$ cat src/logic/hbi_params.svh
// Constants for the two-stage half-band interpolator chain
`ifndef HBI_PARAMS_SVH
`define HBI_PARAMS_SVH

// Sample component width, per I and Q
`define HBI_SAMPLE_W    16
// Number of cascaded half-band stages; two stages give at most 4x
`define HBI_STAGES      2
// Highest overall interpolation factor
`define HBI_MAX_FACTOR  4
// Window of input samples one odd output depends on
`define HBI_WIN         4
// Odd-phase taps: inner pair weight, outer pair weight, scale shift
`define HBI_TAP_INNER   9
`define HBI_TAP_OUTER   1
`define HBI_COEF_SHIFT  4
// Entries of the input elastic buffer
`define HBI_BUF_DEPTH   2
// Reset value of the reported interpolation factor
`define HBI_FACTOR_RST  3'h1

`endif

$ cat src/logic/hbi_pkg.sv
// Types shared by the half-band interpolator chain
package hbi_pkg;
`include "hbi_params.svh"

   // One complex baseband sample
   typedef struct packed {
      logic signed [`HBI_SAMPLE_W-1:0] re;
      logic signed [`HBI_SAMPLE_W-1:0] im;
   } hbi_sample_type;

   // Per-stage sequencing, one-hot
   typedef enum logic [1:0] {
      HBI_TAKE   = 2'b01,
      HBI_SECOND = 2'b10
   } hbi_state_type;

endpackage
$ cat src/logic/hbi_interp_chain.sv
// Two cascadable half-band interpolators ahead of the predistortion actuator
`timescale 1ns/1ps
`include "hbi_params.svh"

// Functional notes
// - two half-band stages, each independently bypassable
// - each stage passes 1x or interpolates 2x
// - both enabled cascade to 4x, no more
// - maximally flat, no ripple, edges symmetric about quarter rate
// - first stage passes about 82 percent bandwidth
// - second stage shares the first stage's taps, so the same relative bandwidth
// - chain output feeds the predistortion actuator
module hbi_interp_chain
   import hbi_pkg::*;
#(
   parameter int STAGES = `HBI_STAGES,
   parameter int BUF_DEPTH = `HBI_BUF_DEPTH
) (
   // Clock and reset
   input  wire logic              sys_clk,
   input  wire logic              rstn,
   // Stage enables, bit 0 first stage, bit 1 second stage
   input  wire logic [STAGES-1:0] stage_enable,
   // Baseband input from deframer or peak reduction
   input  wire logic              in_valid,
   input  wire hbi_sample_type    in_sample,
   output logic                   in_ready,
   // Interpolated output toward the actuator
   output logic                   out_valid,
   output hbi_sample_type         out_sample,
   input  wire logic              out_ready,
   // Current overall interpolation factor (1, 2 or 4)
   output logic [2:0]             rate_factor
);
   localparam int W  = `HBI_SAMPLE_W;
   localparam int SW = W + 6;

   // same taps, doubled input rate
   // Odd-phase half-band output for one component
   function automatic logic signed [W-1:0] odd_phase(
      input logic signed [W-1:0] d0,
      input logic signed [W-1:0] d1,
      input logic signed [W-1:0] d2,
      input logic signed [W-1:0] d3
   );
      logic signed [SW-1:0] acc;
      logic signed [SW-1:0] lim_hi;
      logic signed [SW-1:0] lim_lo;
      acc = SW'(`HBI_TAP_INNER) * (SW'(d1) + SW'(d2))
          - SW'(`HBI_TAP_OUTER) * (SW'(d0) + SW'(d3));
      acc = acc >>> `HBI_COEF_SHIFT;
      lim_hi = SW'({1'b0, {(W-1){1'b1}}});
      lim_lo = -lim_hi - SW'(1);
      // Saturate: overshoot near full scale must not wrap
      if (acc > lim_hi) begin
         odd_phase = lim_hi[W-1:0];
      end else if (acc < lim_lo) begin
         odd_phase = lim_lo[W-1:0];
      end else begin
         odd_phase = acc[W-1:0];
      end
   endfunction

   // Links between stages: index 0 is the buffer output, STAGES the chain output
   logic           lnk_valid [STAGES+1];
   logic           lnk_ready [STAGES+1];
   hbi_sample_type lnk_data  [STAGES+1];

   // Input buffer so a stall downstream never drops an offered word
   hbi_pair_buffer #(
      .WIDTH (2*W),
      .DEPTH (BUF_DEPTH)
   ) u_in_buf (
      .sys_clk   (sys_clk),
      .rstn      (rstn),
      .in_valid  (in_valid),
      .in_data   (in_sample),
      .in_ready  (in_ready),
      .out_valid (lnk_valid[0]),
      .out_data  (lnk_data[0]),
      .out_ready (lnk_ready[0])
   );

   genvar s;
   generate
      for (s = 0; s < STAGES; s++) begin : g_stage
         hbi_state_type  state_reg;
         hbi_sample_type win_reg [`HBI_WIN];
         logic           ov_reg;
         hbi_sample_type od_reg;
         logic           out_free;
         logic           take;
         logic           en;

         // Output slot frees when empty or being drained
         assign out_free = !ov_reg || lnk_ready[s+1];
         assign en       = stage_enable[s];
         assign take     = lnk_valid[s] && lnk_ready[s];

         // one input per pass, hold during second phase
         assign lnk_ready[s] = out_free && (state_reg == HBI_TAKE);

         assign lnk_valid[s+1] = ov_reg;
         assign lnk_data[s+1]  = od_reg;

         // History window, shifted only on accepted input
         always_ff @(posedge sys_clk) begin
            if (!rstn) begin
               for (int k = 0; k < `HBI_WIN; k++) begin
                  win_reg[k] <= '0;
               end
            end else if (take && en) begin
               win_reg[0] <= lnk_data[s];
               for (int k = 1; k < `HBI_WIN; k++) begin
                  win_reg[k] <= win_reg[k-1];
               end
            end
         end

         // Phase sequencing and output register
         always_ff @(posedge sys_clk) begin
            if (!rstn) begin
               state_reg <= HBI_TAKE;
               ov_reg    <= 1'b0;
               od_reg    <= '0;
            end else begin
               unique case (state_reg)
                  HBI_TAKE: begin
                     if (take && !en) begin
                        od_reg <= lnk_data[s];
                        ov_reg <= 1'b1;
                     end else if (take) begin
                        // center tap, two back
                        // Two-input delay keeps the odd taps symmetric about it
                        od_reg <= win_reg[1];
                        ov_reg <= 1'b1;
                        state_reg <= HBI_SECOND;
                     end else if (out_free) begin
                        ov_reg <= 1'b0;
                     end
                  end
                  HBI_SECOND: begin
                     if (out_free) begin
                        od_reg.re <= odd_phase(win_reg[0].re, win_reg[1].re,
                                               win_reg[2].re, win_reg[3].re);
                        od_reg.im <= odd_phase(win_reg[0].im, win_reg[1].im,
                                               win_reg[2].im, win_reg[3].im);
                        ov_reg    <= 1'b1;
                        state_reg <= HBI_TAKE;
                     end
                  end
               endcase
            end
         end
      end
   endgenerate

   assign lnk_ready[STAGES] = out_ready;
   assign out_valid         = lnk_valid[STAGES];
   assign out_sample        = lnk_data[STAGES];

   // factor is 1, 2 or 4 only
   always_ff @(posedge sys_clk) begin
      if (!rstn) begin
         rate_factor <= `HBI_FACTOR_RST;
      end else begin
         unique case (stage_enable[1:0])
            2'h0:    rate_factor <= 3'h1;
            2'h3:    rate_factor <= 3'(`HBI_MAX_FACTOR);
            default: rate_factor <= 3'h2;
         endcase
      end
   end

   // Both stages share one short tap set; a longer kernel would sharpen the
   // transition band at the cost of window depth and latency.
endmodule

$ cat src/logic/hbi_pair_buffer.sv
// Small elastic buffer with valid/ready on both sides
`timescale 1ns/1ps
`include "hbi_params.svh"
module hbi_pair_buffer
   import hbi_pkg::*;
#(
   parameter int WIDTH = 32,
   parameter int DEPTH = `HBI_BUF_DEPTH
) (
   // Clock and reset
   input  wire logic             sys_clk,
   input  wire logic             rstn,
   // Filling side
   input  wire logic             in_valid,
   input  wire logic [WIDTH-1:0] in_data,
   output logic                  in_ready,
   // Draining side
   output logic                  out_valid,
   output logic      [WIDTH-1:0] out_data,
   input  wire logic             out_ready
);
   localparam int AW = (DEPTH > 1) ? $clog2(DEPTH) : 1;

   logic [WIDTH-1:0] mem_reg [DEPTH];
   logic [AW-1:0]    wr_ptr_reg;
   logic [AW-1:0]    rd_ptr_reg;
   logic [AW:0]      count_reg;
   logic [AW:0]      count_next;
   logic             push;
   logic             pop;

   // Handshakes on both sides
   assign push      = in_valid && in_ready;
   assign pop       = out_valid && out_ready;
   assign out_valid = (count_reg != '0);
   assign out_data  = mem_reg[rd_ptr_reg];

   // Occupancy after this cycle
   always_comb begin
      count_next = count_reg;
      if (push && !pop) begin
         count_next = count_reg + 1'b1;
      end else if (pop && !push) begin
         count_next = count_reg - 1'b1;
      end
   end

   // Ready is registered so the upstream sees no combinational path
   always_ff @(posedge sys_clk) begin
      if (!rstn) begin
         count_reg <= '0;
         in_ready  <= 1'b0;
      end else begin
         count_reg <= count_next;
         in_ready  <= (count_next < (AW+1)'(DEPTH));
      end
   end

   // Storage and pointers, wrapping at the depth
   always_ff @(posedge sys_clk) begin
      if (!rstn) begin
         wr_ptr_reg <= '0;
         rd_ptr_reg <= '0;
      end else begin
         if (push) begin
            mem_reg[wr_ptr_reg] <= in_data;
            wr_ptr_reg <= (wr_ptr_reg == AW'(DEPTH-1)) ? '0 : wr_ptr_reg + 1'b1;
         end
         if (pop) begin
            rd_ptr_reg <= (rd_ptr_reg == AW'(DEPTH-1)) ? '0 : rd_ptr_reg + 1'b1;
         end
      end
   end
endmodule

$ cat config.mk
export PLATFORM = sky130hd
export DESIGN_NAME = hbi_interp_chain
export DESIGN_NICKNAME = d
export VERILOG_FILES = /design/src/logic/hbi_pkg.sv /design/src/logic/hbi_interp_chain.sv /design/src/logic/hbi_pair_buffer.sv
export VERILOG_INCLUDE_DIRS = /design/src /design/src/logic
export SDC_FILE = /design/constraint.sdc
export NUM_CORES = 1
export LEC_CHECK = 0
export BUFFER_PORTS_ARGS = -buffer_cell sky130_fd_sc_hd__buf_2
export CORE_ASPECT_RATIO = 1.75
export CORE_MARGIN = 3
export CORE_UTILIZATION = 25
export DETAILED_ROUTE_END_ITERATION = 16
export PLACE_DENSITY = 0.43
export RECOVER_POWER = 50
export SYNTH_ARGS = -nofsm -noshare
export SYNTH_HDL_FRONTEND = slang
export SYNTH_SLANG_ARGS = --single-unit
$ cat constraint.sdc
create_clock -name sys_clk -period 8.2 [get_ports sys_clk]
set_clock_uncertainty 0.2 [all_clocks]
set_input_delay 0.41 -clock sys_clk [delete_from_list [all_inputs] [get_ports sys_clk]]
set_output_delay 0.41 -clock sys_clk [all_outputs]
set_load 0.01 [all_outputs]
* Word-level counts from Yosys, hierarchy flattened
Memory sizes are Yosys's and may differ from the RTL's. A register that Yosys moved wholly into a read port is not among the register bits. Index checks and enable logic that the tools add are counted.
Storage, ports and cells: word-level logic and storage cells 154, memories 3, memory bits (writable) 320, bits of input ports 38, output and inout bits 37, register bits 78
Memory list:
- g_stage[0].win_reg | words 4, width 32, read ports 4, clocked after Yosys merged registers in 0, wr ports 4, line hbi_interp_chain.sv:88 | hbi_sample_type win_reg [`HBI_WIN];
- g_stage[1].win_reg | words 4, width 32, read ports 4, clocked after Yosys merged registers in 0, wr ports 4, line hbi_interp_chain.sv:88
- u_in_buf.mem_reg | words 2, width 32, read ports 1, clocked after Yosys merged registers in 1, wr ports 1, line hbi_pair_buffer.sv:24 | logic [WIDTH-1:0] mem_reg [DEPTH];
Operators by class: bitwise logic cells 8, multiplexer cells 59, $lt $le $gt $ge 9, eq/ne operators 15, reductions and logical operators 27, multipliers 4, add/sub/neg operators 16
Operators by type and width (count):
- 2-to-1 mux 32 bit | 14
- adder 16 x 16 -> 17 bit | 8
- 2-to-1 mux 16 bit | 8
- case mux 32 bit (2 select lines) | 2
- multiplier 5 x 17 -> 22 bit (first input constant) | 4
- subtractor 22 x 17 -> 22 bit | 4
- > comparator 18 x 16 -> 1 bit (second input constant) | 4
- less-than comparator 18 x 16 -> 1 bit (second input constant) | 4
- 2-to-1 mux 1 bit | 22
- 2-to-1 mux 2 bit | 8
- inequality test 2 bit (second input constant) | 6
- logical AND 1 bit | 11
- inequality test 4 x 3 -> 1 bit (second input constant) | 2
- bitwise OR 1 bit | 8
- case mux 2 bit (2 select lines) | 2
- AND reduction 2 bit | 4
- equality test 2 bit (second input constant) | 3
- logical NOT 1 bit | 6
- inequality test 3 x 2 -> 1 bit (second input constant) | 2
- case mux 3 bit (2 select lines) | 1
- AND reduction 3 bit | 2
- equality test 2 x 1 -> 1 bit (second input constant) | 2
- case mux 1 bit (2 select lines) | 2
- adder 1 bit (second input constant) | 2
- 6 further kinds | 7

* Logic depth before layout (Yosys ltp)
Gate-level depths: netlist (run 1).
depth in word-level cells 11, depth in mapped cells 30, depth with buffers taken out 29

* Cells and area by module
A second synthesis (run 1) with hierarchy kept.
Second synthesis, totals: cell total of the unflattened synthesis 2843, area, all modules 29094.2 µm²
Modules (own cells, without submodules):
- hbi_interp_chain | instances 1, cells an instance 2706, area each 26335.3 µm², sequential area each 9148.8 µm²
- hbi_pair_buffer | instances 1, cells an instance 137, area each 2758.9 µm², sequential area each 2042.0 µm²

* Least setup slack after synthesis (run 1)
No wires, ideal clock.
kind register to register, start memory g_stage[1].win_reg[2][1] (netlist name), end register g_stage[1].od_reg (netlist bit out_sample[10]), clock period less this slack 6340 ps, buffers on the path 1, slack 1860 ps, data arrival time 6019 ps, cell stages (with the launch flop) 27, setup time 122 ps, data required time 7878 ps, cell sequence edfxtp_1 -> ha_1 -> a21o_1 -> a21oi_1 -> o21bai_1 -> a21oi_1 -> o21ba_2 -> o21ai_1 -> o41ai_1 -> xnor2_1 -> inv_1 -> fa_1 -> ha_1 -> inv_1 -> fa_1 -> inv_1 -> ha_1 -> a21o_1 -> a21o_1 -> a221o_1 -> a2111oi_2 -> o211ai_1 -> mux2_1 -> a31o_2 -> nor2_2 -> buf_2 -> a21oi_1
RTL lines:
- start: declaration | line hbi_interp_chain.sv:88
- end signal: assignment | line hbi_interp_chain.sv:130 | od_reg <= lnk_data[s];
- end signal: assignment | line hbi_interp_chain.sv:135 | od_reg <= win_reg[1];
- end: declaration | line hbi_interp_chain.sv:90 | hbi_sample_type od_reg;

==> flow_summary_export.csv, run 1 <==
group,metric,value,unit
status,outcome,"finished with violations",
status,violations,"max-capacitance violations, max-slew violations",
sta,setup_tns,0,ns
setup_path,r2r_start,"g_stage[1].win_reg[2][1]$_SDFFCE_PN0P_",
logic_synthesis,async_reset_ff_frac,0,
clock_network,clock_sinks,399,
floorplanning,io_pins,75,
worst_hold_path,min_path_type,"primary input to flip-flop",
drt,drt_iter0_drc,715,
setup_path,regToRegSetupSlack,0.93,ns
logic_synthesis,synthSimpleGateAreaFrac,0.122,
sta,slew_violations,395,
setup_path,cp_num_buf_inv,3,
drt,drtPass1Iterations,5,
floorplanning,die_x,261,um
drt,finalWirelength,73000,um
sta,fin_crit_sh,0.887,
setup_path,slowest_delay,0.64,ns
grt,grt_util_all_layers,0.125,
clock_network,clockBufferDepth,3,
logic_synthesis,synth_nets,3313,
logic_synthesis,postSynthAreaPerCell,10.0,um2
grt,antenna_found_initial,1,
grt,grt_pass1_vias,20104,
layout,fin_cells,4402,
setup_path,start_kind,"flip-flop",
sta,relSlewSlack,-1.12,
setup_path,setup.worst_path.end_class,"flip-flop",
floorplanning,die_area,118000,um2
placed_design,hpwlAfterDp,57000,um
drt,viasPerCell,4.32,
setup_path,crit_family,"compound AO/OA/AOI/OAI gates",
drt,drc,0,
logic_synthesis,synth-seq-cells,399,
placed_design,dp.cells,4288,
logic_synthesis,synth_cell_type_count,79,
worst_hold_path,min_from,"stage_enable[0]",
clock_network,post_cts_resized,0,
floorplanning,core,112000,um2
logic_synthesis,synth-adder-area-share,0.230,
layout,largest_register_ffs,256,
sta,rsz0062_at_grt,"false",
layout,nNetsFinal,3374,
logic_synthesis,synth_edf_count,320,
sta,worst_pin_slew,3.19,ns
clock_network,clkTransAtPathRegs,0.06,ns
floorplanning,start_util,0.253,
drt,avgRoutedWirePerCell,16.6,um
layout,fillers,11910,
logic_synthesis,syn-instance-count,2830,
logic_synthesis,synth_top_family_by_area,"adder cells",
logic_synthesis,synth_xor_area_frac,0.0385,
floorplanning,row_count,162,
placed_design,port_buffers,74,
worst_hold_path,min_to,"rate_factor[2]$_SDFF_PN0_",
sta,hold_viol,0,
setup_path,cp_max_fo,13,
clock_network,htree_levels,2,
worst_hold_path,hold_path_depth,3,
sta,setup_viol,0,
setup_path,reg2regPathDepth,25,
placed_design,routabilityCongestion,0.802,
logic_synthesis,yosysSeqAreaShare,0.394,
logic_synthesis,synth_mux_area_frac,0.0132,
floorplanning,die_h,452,um
setup_path,cp.required,8.45,ns
logic_synthesis,synth_ff_type,"edfxtp_1",
logic_synthesis,ys_warn_count,0,
layout,syn_to_final_growth,12.4,%
grt,overflow,0,
flow_run,max-cap-violations,8,
logic_synthesis,netlist_area,28400,um2
drt,via_count,19011,
grt,grt_pass1_wl,113000,um
grt,grt_max_degree,69,
drt,ant_nets,0,
setup_path,cp.arrival,7.52,ns
setup_path,cp_slowest_cell,"o41ai_1",
setup_path,r2r-end,"out_sample[0]$_SDFFE_PN0P_",
layout,drive_gt1_frac,0.0513,
clock_network,cts-buffers-inserted,45,
sta,finalCriticalPeriod,7.27,ns
clock_network,cts_tree,"yes",
setup_path,critPathKind,"flip-flop to flip-flop",
clock_network,root_buffer,"clkbuf_16",
clock_network,clk-insertion-delay-late,0.60,ns
clock_network,cts_setup_buffers,0,
sta,fmax,138,MHz
logic_synthesis,synth_compound_gate_area_share,0.114,
area by class of cell:
cell class	instances	area [um2]	share of cell area
tap	1476	1850	0.0579
clock inverter	19	158	0.00494
antenna	1	2.50	0.0000785
sequential	399	11200	0.351
inverter	513	1930	0.0604
multi-input combinational	1805	14700	0.462
clock buffer	62	1280	0.0402
timing repair buffer	127	758	0.0238
how the worst max path moves through the flow:
stage | start | end | slack, ns | cells after the start
after detailed placement | g_stage[1].win_reg[2][1]$_SDFFCE_PN0P_ | out_sample[1]$_SDFFE_PN0P_ | 0.84 | 25
after global placement | g_stage[1].win_reg[2][1]$_SDFFCE_PN0P_ | out_sample[1]$_SDFFE_PN0P_ | 0.93 | 25
after CTS | g_stage[1].win_reg[2][1]$_SDFFCE_PN0P_ | out_sample[1]$_SDFFE_PN0P_ | 0.80 | 25
after floorplan | g_stage[1].win_reg[2][1]$_SDFFCE_PN0P_ | out_sample[10]$_SDFFE_PN0P_ | 1.86 | 26
final | g_stage[1].win_reg[2][1]$_SDFFCE_PN0P_ | out_sample[0]$_SDFFE_PN0P_ | 0.93 | 25
after global routing | g_stage[1].win_reg[2][1]$_SDFFCE_PN0P_ | out_sample[5]$_SDFFE_PN0P_ | 0.42 | 25
cell usage after synthesis, types with 12 or more instances:
cell type  number  area [um2]
inv_1         512        1920
edfxtp_1      320        9610
ha_1          317        3970
nor2_1        190         713
and2_1        170        1060
nand2_1       148         556
a21oi_1       144         721
fa_1          128        2560
o21ai_0        87         435
xnor2_1        83         727
dfxtp_1        79        1580
clkbuf_1       67         251
nor3_1         49         245
o21ai_1        46         230
nand2b_1       44         275
a21o_1         42         315
xor2_1         39         342
mux2i_1        34         340
buf_4          33         248
nor2b_1        21         131
nand3_1        20         100
o211ai_1       19         143
o21a_1         19         143
a31o_2         18         158
a31oi_1        15        93.8
a221oi_1       14         123
and3_1         12        75.1
o21bai_1       12        90.1
repair_timing:
item,in CTS,in global routing
endpoints found under the setup margin,0,0
hold buffers,32,0
endpoints found under the hold margin,64,0
metal layers:
metal	part of all wire	track usage	up-vias	routed length [um]
li1	-	-	9583	-
met1	0.41	0.139	9119	29700
met2	0.53	0.240	213	38800
met3	0.027	0.0151	96	1940
met4	0.035	0.0448	0	2550
met5	0	0	-	0
kinds of logic (layout without fill, tap and decap cells):
group | after synthesis | count (layout)
AND/OR/NAND/NOR | 698 | 698
XOR/XNOR | 123 | 123
AO/OA/AOI/OAI | 502 | 502
flip-flops | 399 | 399
other | 0 | 1
buffers and inverters | 626 | 721
adder cells (fa/ha/maj) | 445 | 445
multiplexers | 37 | 37
through the flow:
step	utilization	hold slack (ns)	setup WS [ns]	instance area [um2]
3_5_place_dp	0.270	0.242	0.836	30300
4_1_cts	0.286	0.0366	0.805	32000
5_1_grt	0.285	0.0682	0.419	31900
3_3_place_gp	0.270	0.240	0.933	30300
6_report	0.285	0.0684	0.928	31900
2_1_floorplan	-	0.226	1.86	28400
worst min-delay path, stage by stage:
cell and delay [ns]:
buf_2 0.16, ha_1 0.15, and2_1 0.11
cells in the final DEF, fill, tap and decap left out, types with 8 or more instances in the layout:
cell type / Yosys / routed
a211oi_1: 11 / 11
a21boi_1: 8 / 8
a21o_1: 42 / 42
a21oi_1: 144 / 143
a221oi_1: 14 / 14
a31o_2: 18 / 18
a31oi_1: 15 / 15
a32oi_1: 8 / 8
and2_0: 0 / 55
and2_1: 170 / 114
and3_1: 12 / 12
buf_2: 4 / 17
buf_4: 33 / 16
clkbuf_1: 67 / 72
clkbuf_16: 0 / 47
dfxtp_1: 79 / 78
dlygate4sd3_1: 0 / 32
edfxtp_1: 320 / 320
fa_1: 128 / 128
ha_1: 317 / 317
inv_1: 512 / 513
mux2i_1: 34 / 34
nand2_1: 148 / 147
nand2b_1: 44 / 44
nand3_1: 20 / 20
nor2_1: 190 / 188
nor2b_1: 21 / 20
nor3_1: 49 / 47
o211ai_1: 19 / 19
o21a_1: 19 / 19
o21ai_0: 87 / 88
o21ai_1: 46 / 45
o21bai_1: 12 / 12
or2_2: 8 / 8
or3_1: 8 / 8
xnor2_1: 83 / 83
xor2_1: 39 / 39
Power of run 1 is not shown: default switching activity piles up to over one toggle a cycle in this logic, so the estimate is an artifact.
==> run 2: changes to the inputs <==
- PLACE_DENSITY: 0.43 -> unset
- PLACE_DENSITY_LB_ADDON: unset -> 0.3
- SLEW_MARGIN: unset -> 20
- clock period: 8.2 -> 8.8 ns (I/O delays scaled with it)
==> flow_summary_export.csv, run 2 (synthesis gave the netlist of run 1 again) <==
group,metric,value,unit
clock_network,htree_levels,2,
grt,grt_max_degree,72,
floorplanning,die_x,261,um
layout,layout_commonest_cell,"inv_1",
layout,drive_gt1_frac,0.0513,
drt,avgRoutedWirePerCell,15.8,um
floorplanning,row_count,162,
clock_network,cts-buffers-inserted,45,
placed_design,port_buffers,74,
clock_network,cts_setup_buffers,0,
setup_path,cp_max_fo,15,
setup_path,reg2regPathDepth,26,
placed_design,routabilityCongestion,0.819,
setup_path,start_kind,"flip-flop",
setup_path,r2r_start,"g_stage[1].win_reg[1][17]$_SDFFCE_PN0P_",
sta,setup_viol,0,
sta,fin_crit_sh,0.817,
clock_network,root_buffer,"clkbuf_16",
drt,route.met2.wl,36000,um
layout,layout_common_cells,"inv_1 (513), edfxtp_1 (320), ha_1 (317)",
sta,slew_violations,327,
placed_design,hpwlAfterDp,54700,um
drt,viasPerCell,4.36,
floorplanning,die_h,452,um
grt,grt_pass1_wl,110000,um
setup_path,crit_start,"g_stage[1].win_reg[1][17]$_SDFFCE_PN0P_",
sta,finalCriticalPeriod,7.19,ns
sta,rsz0062_at_grt,"false",
floorplanning,start_util,0.253,
floorplanning,die_area,118000,um2
layout,largest_register_ffs,256,
layout,syn_to_final_growth,12.7,%
setup_path,critPathKind,"flip-flop to flip-flop",
setup_path,cp.arrival,7.50,ns
layout,fin_util,0.285,
sta,fmax,139,MHz
flow_run,max-cap-violations,7,
sta,hold_viol,0,
status,outcome,"finished with violations",
drt,met1Wirelength,27800,um
clock_network,cts_tree,"yes",
setup_path,r2r-end,"out_sample[17]$_SDFFE_PN0P_",
setup_path,crit_end,"out_sample[17]$_SDFFE_PN0P_",
drt,finalWirelength,69600,um
status,violations,"max-capacitance violations, max-slew violations",
sta,worst_pin_slew,3.21,ns
drt,ant_nets,0,
clock_network,clock_sinks,399,
grt,overflow,0,
layout,nNetsFinal,3373,
grt,antenna_found_initial,1,
sta,relSlewSlack,-1.14,
layout,fillers,11768,
sta,setup_tns,0,ns
grt,grt_util_all_layers,0.119,
floorplanning,io_pins,75,
placed_design,dp.cells,4287,
clock_network,clkTransAtPathRegs,0.06,ns
grt,grt_pass1_vias,20183,
clock_network,clk-insertion-delay-late,0.59,ns
drt,drt_iter0_drc,929,
setup_path,cp.required,9.11,ns
drt,via_count,19195,
setup_path,regToRegSetupSlack,1.61,ns
worst_hold_path,min_path_type,"primary input to flip-flop",
drt,met3_length,2320,um
setup_path,setup.worst_path.end_class,"flip-flop",
drt,maxUsedRoutingLayer,"met4",
drt,drtPass1Iterations,5,
drt,drc,0,
layout,fin_cells,4402,
clock_network,clockBufferDepth,3,
floorplanning,core,112000,um2
-- run 2: cell count changes in the layout (fill, tap and decap cells not counted), sizes merged --
cell	before	now
clkinv	13	17
bufinv	2	3
clkinvlp	2	1
inv	515	517
buf	33	27
-- run 2: how the worst min path moves through the flow --
stage / start / endpoint / slack, ns / cells after the start
global placement: out_sample[21]$_SDFFE_PN0P_ / out_sample[21]$_SDFFE_PN0P_ / 0.24 / 2
finish: stage_enable[0] / rate_factor[2]$_SDFF_PN0_ / 0.14 / 3
global route: out_ready / out_valid$_SDFFE_PN0P_ / 0.13 / 4
floorplan: out_sample[16]$_SDFFE_PN0P_ / out_sample[16]$_SDFFE_PN0P_ / 0.23 / 2
detailed placement: out_sample[8]$_SDFFE_PN0P_ / out_sample[8]$_SDFFE_PN0P_ / 0.24 / 2
CTS: rstn / rate_factor[0]$_SDFF_PN1_ / 0.08 / 2
-- run 2: per-layer routing --
metal,vias to the layer above,GRT usage
met5,-,0
met3,127,0.0193
met4,0,0.0578
met1,9260,0.131
li1,9564,-
met2,244,0.222
-- run 2: layout make-up --
type / instances / area, um2 / share of cell area
Sequential cell: 399 / 11200 / 0.350
Antenna cell: 1 / 2.50 / 0.0000782
Multi-Input combinational cell: 1805 / 14700 / 0.461
Inverter: 513 / 1930 / 0.0602
Timing Repair Buffer: 126 / 743 / 0.0232
Tap cell: 1476 / 1850 / 0.0577
Clock buffer: 57 / 1270 / 0.0399
Clock inverter: 25 / 255 / 0.00798
-- run 2: repair_timing --
| action | 4_1_cts | 5_1_grt |
|---|---|---|
| gates resized for setup | 0 | 0 |
| setup endpoints to repair | 0 | 0 |
| endpoints found under the hold margin | 64 | 0 |
| hold buffers | 32 | 0 |
-- run 2: through the flow --
stage	hold WS, ns	setup WS, ns	instance area (um2)
2_1_floorplan	0.226	2.46	28400
5_1_grt	0.130	1.04	32000
3_3_place_gp	0.239	1.56	30200
4_1_cts	0.0844	1.56	32100
6_report	0.141	1.61	32000
3_5_place_dp	0.243	1.61	30200
-- run 2: worst max-delay path, stage by stage, from the launching register on --
cell and delay (ns):
edfxtp_1 0.42, ha_1 0.29, a21o_1 0.18, a21oi_1 0.25
o21bai_1 0.12, a21o_1 0.22, a21oi_1 0.24, o21ai_0 0.20
o21ai_0 0.36, xnor2_1 0.24, inv_1 0.10, fa_1 0.45
ha_1 0.29, inv_1 0.05, fa_1 0.53, inv_1 0.04
ha_1 0.35, a21o_1 0.20, a21o_1 0.17, a21o_1 0.18
a21o_1 0.19, a221oi_2 0.45, a21oi_1 0.15, xnor2_1 0.40
a21o_1 0.45, a21oi_1 0.16, o31ai_1 0.20
Power of run 2 is left out for the same reason.
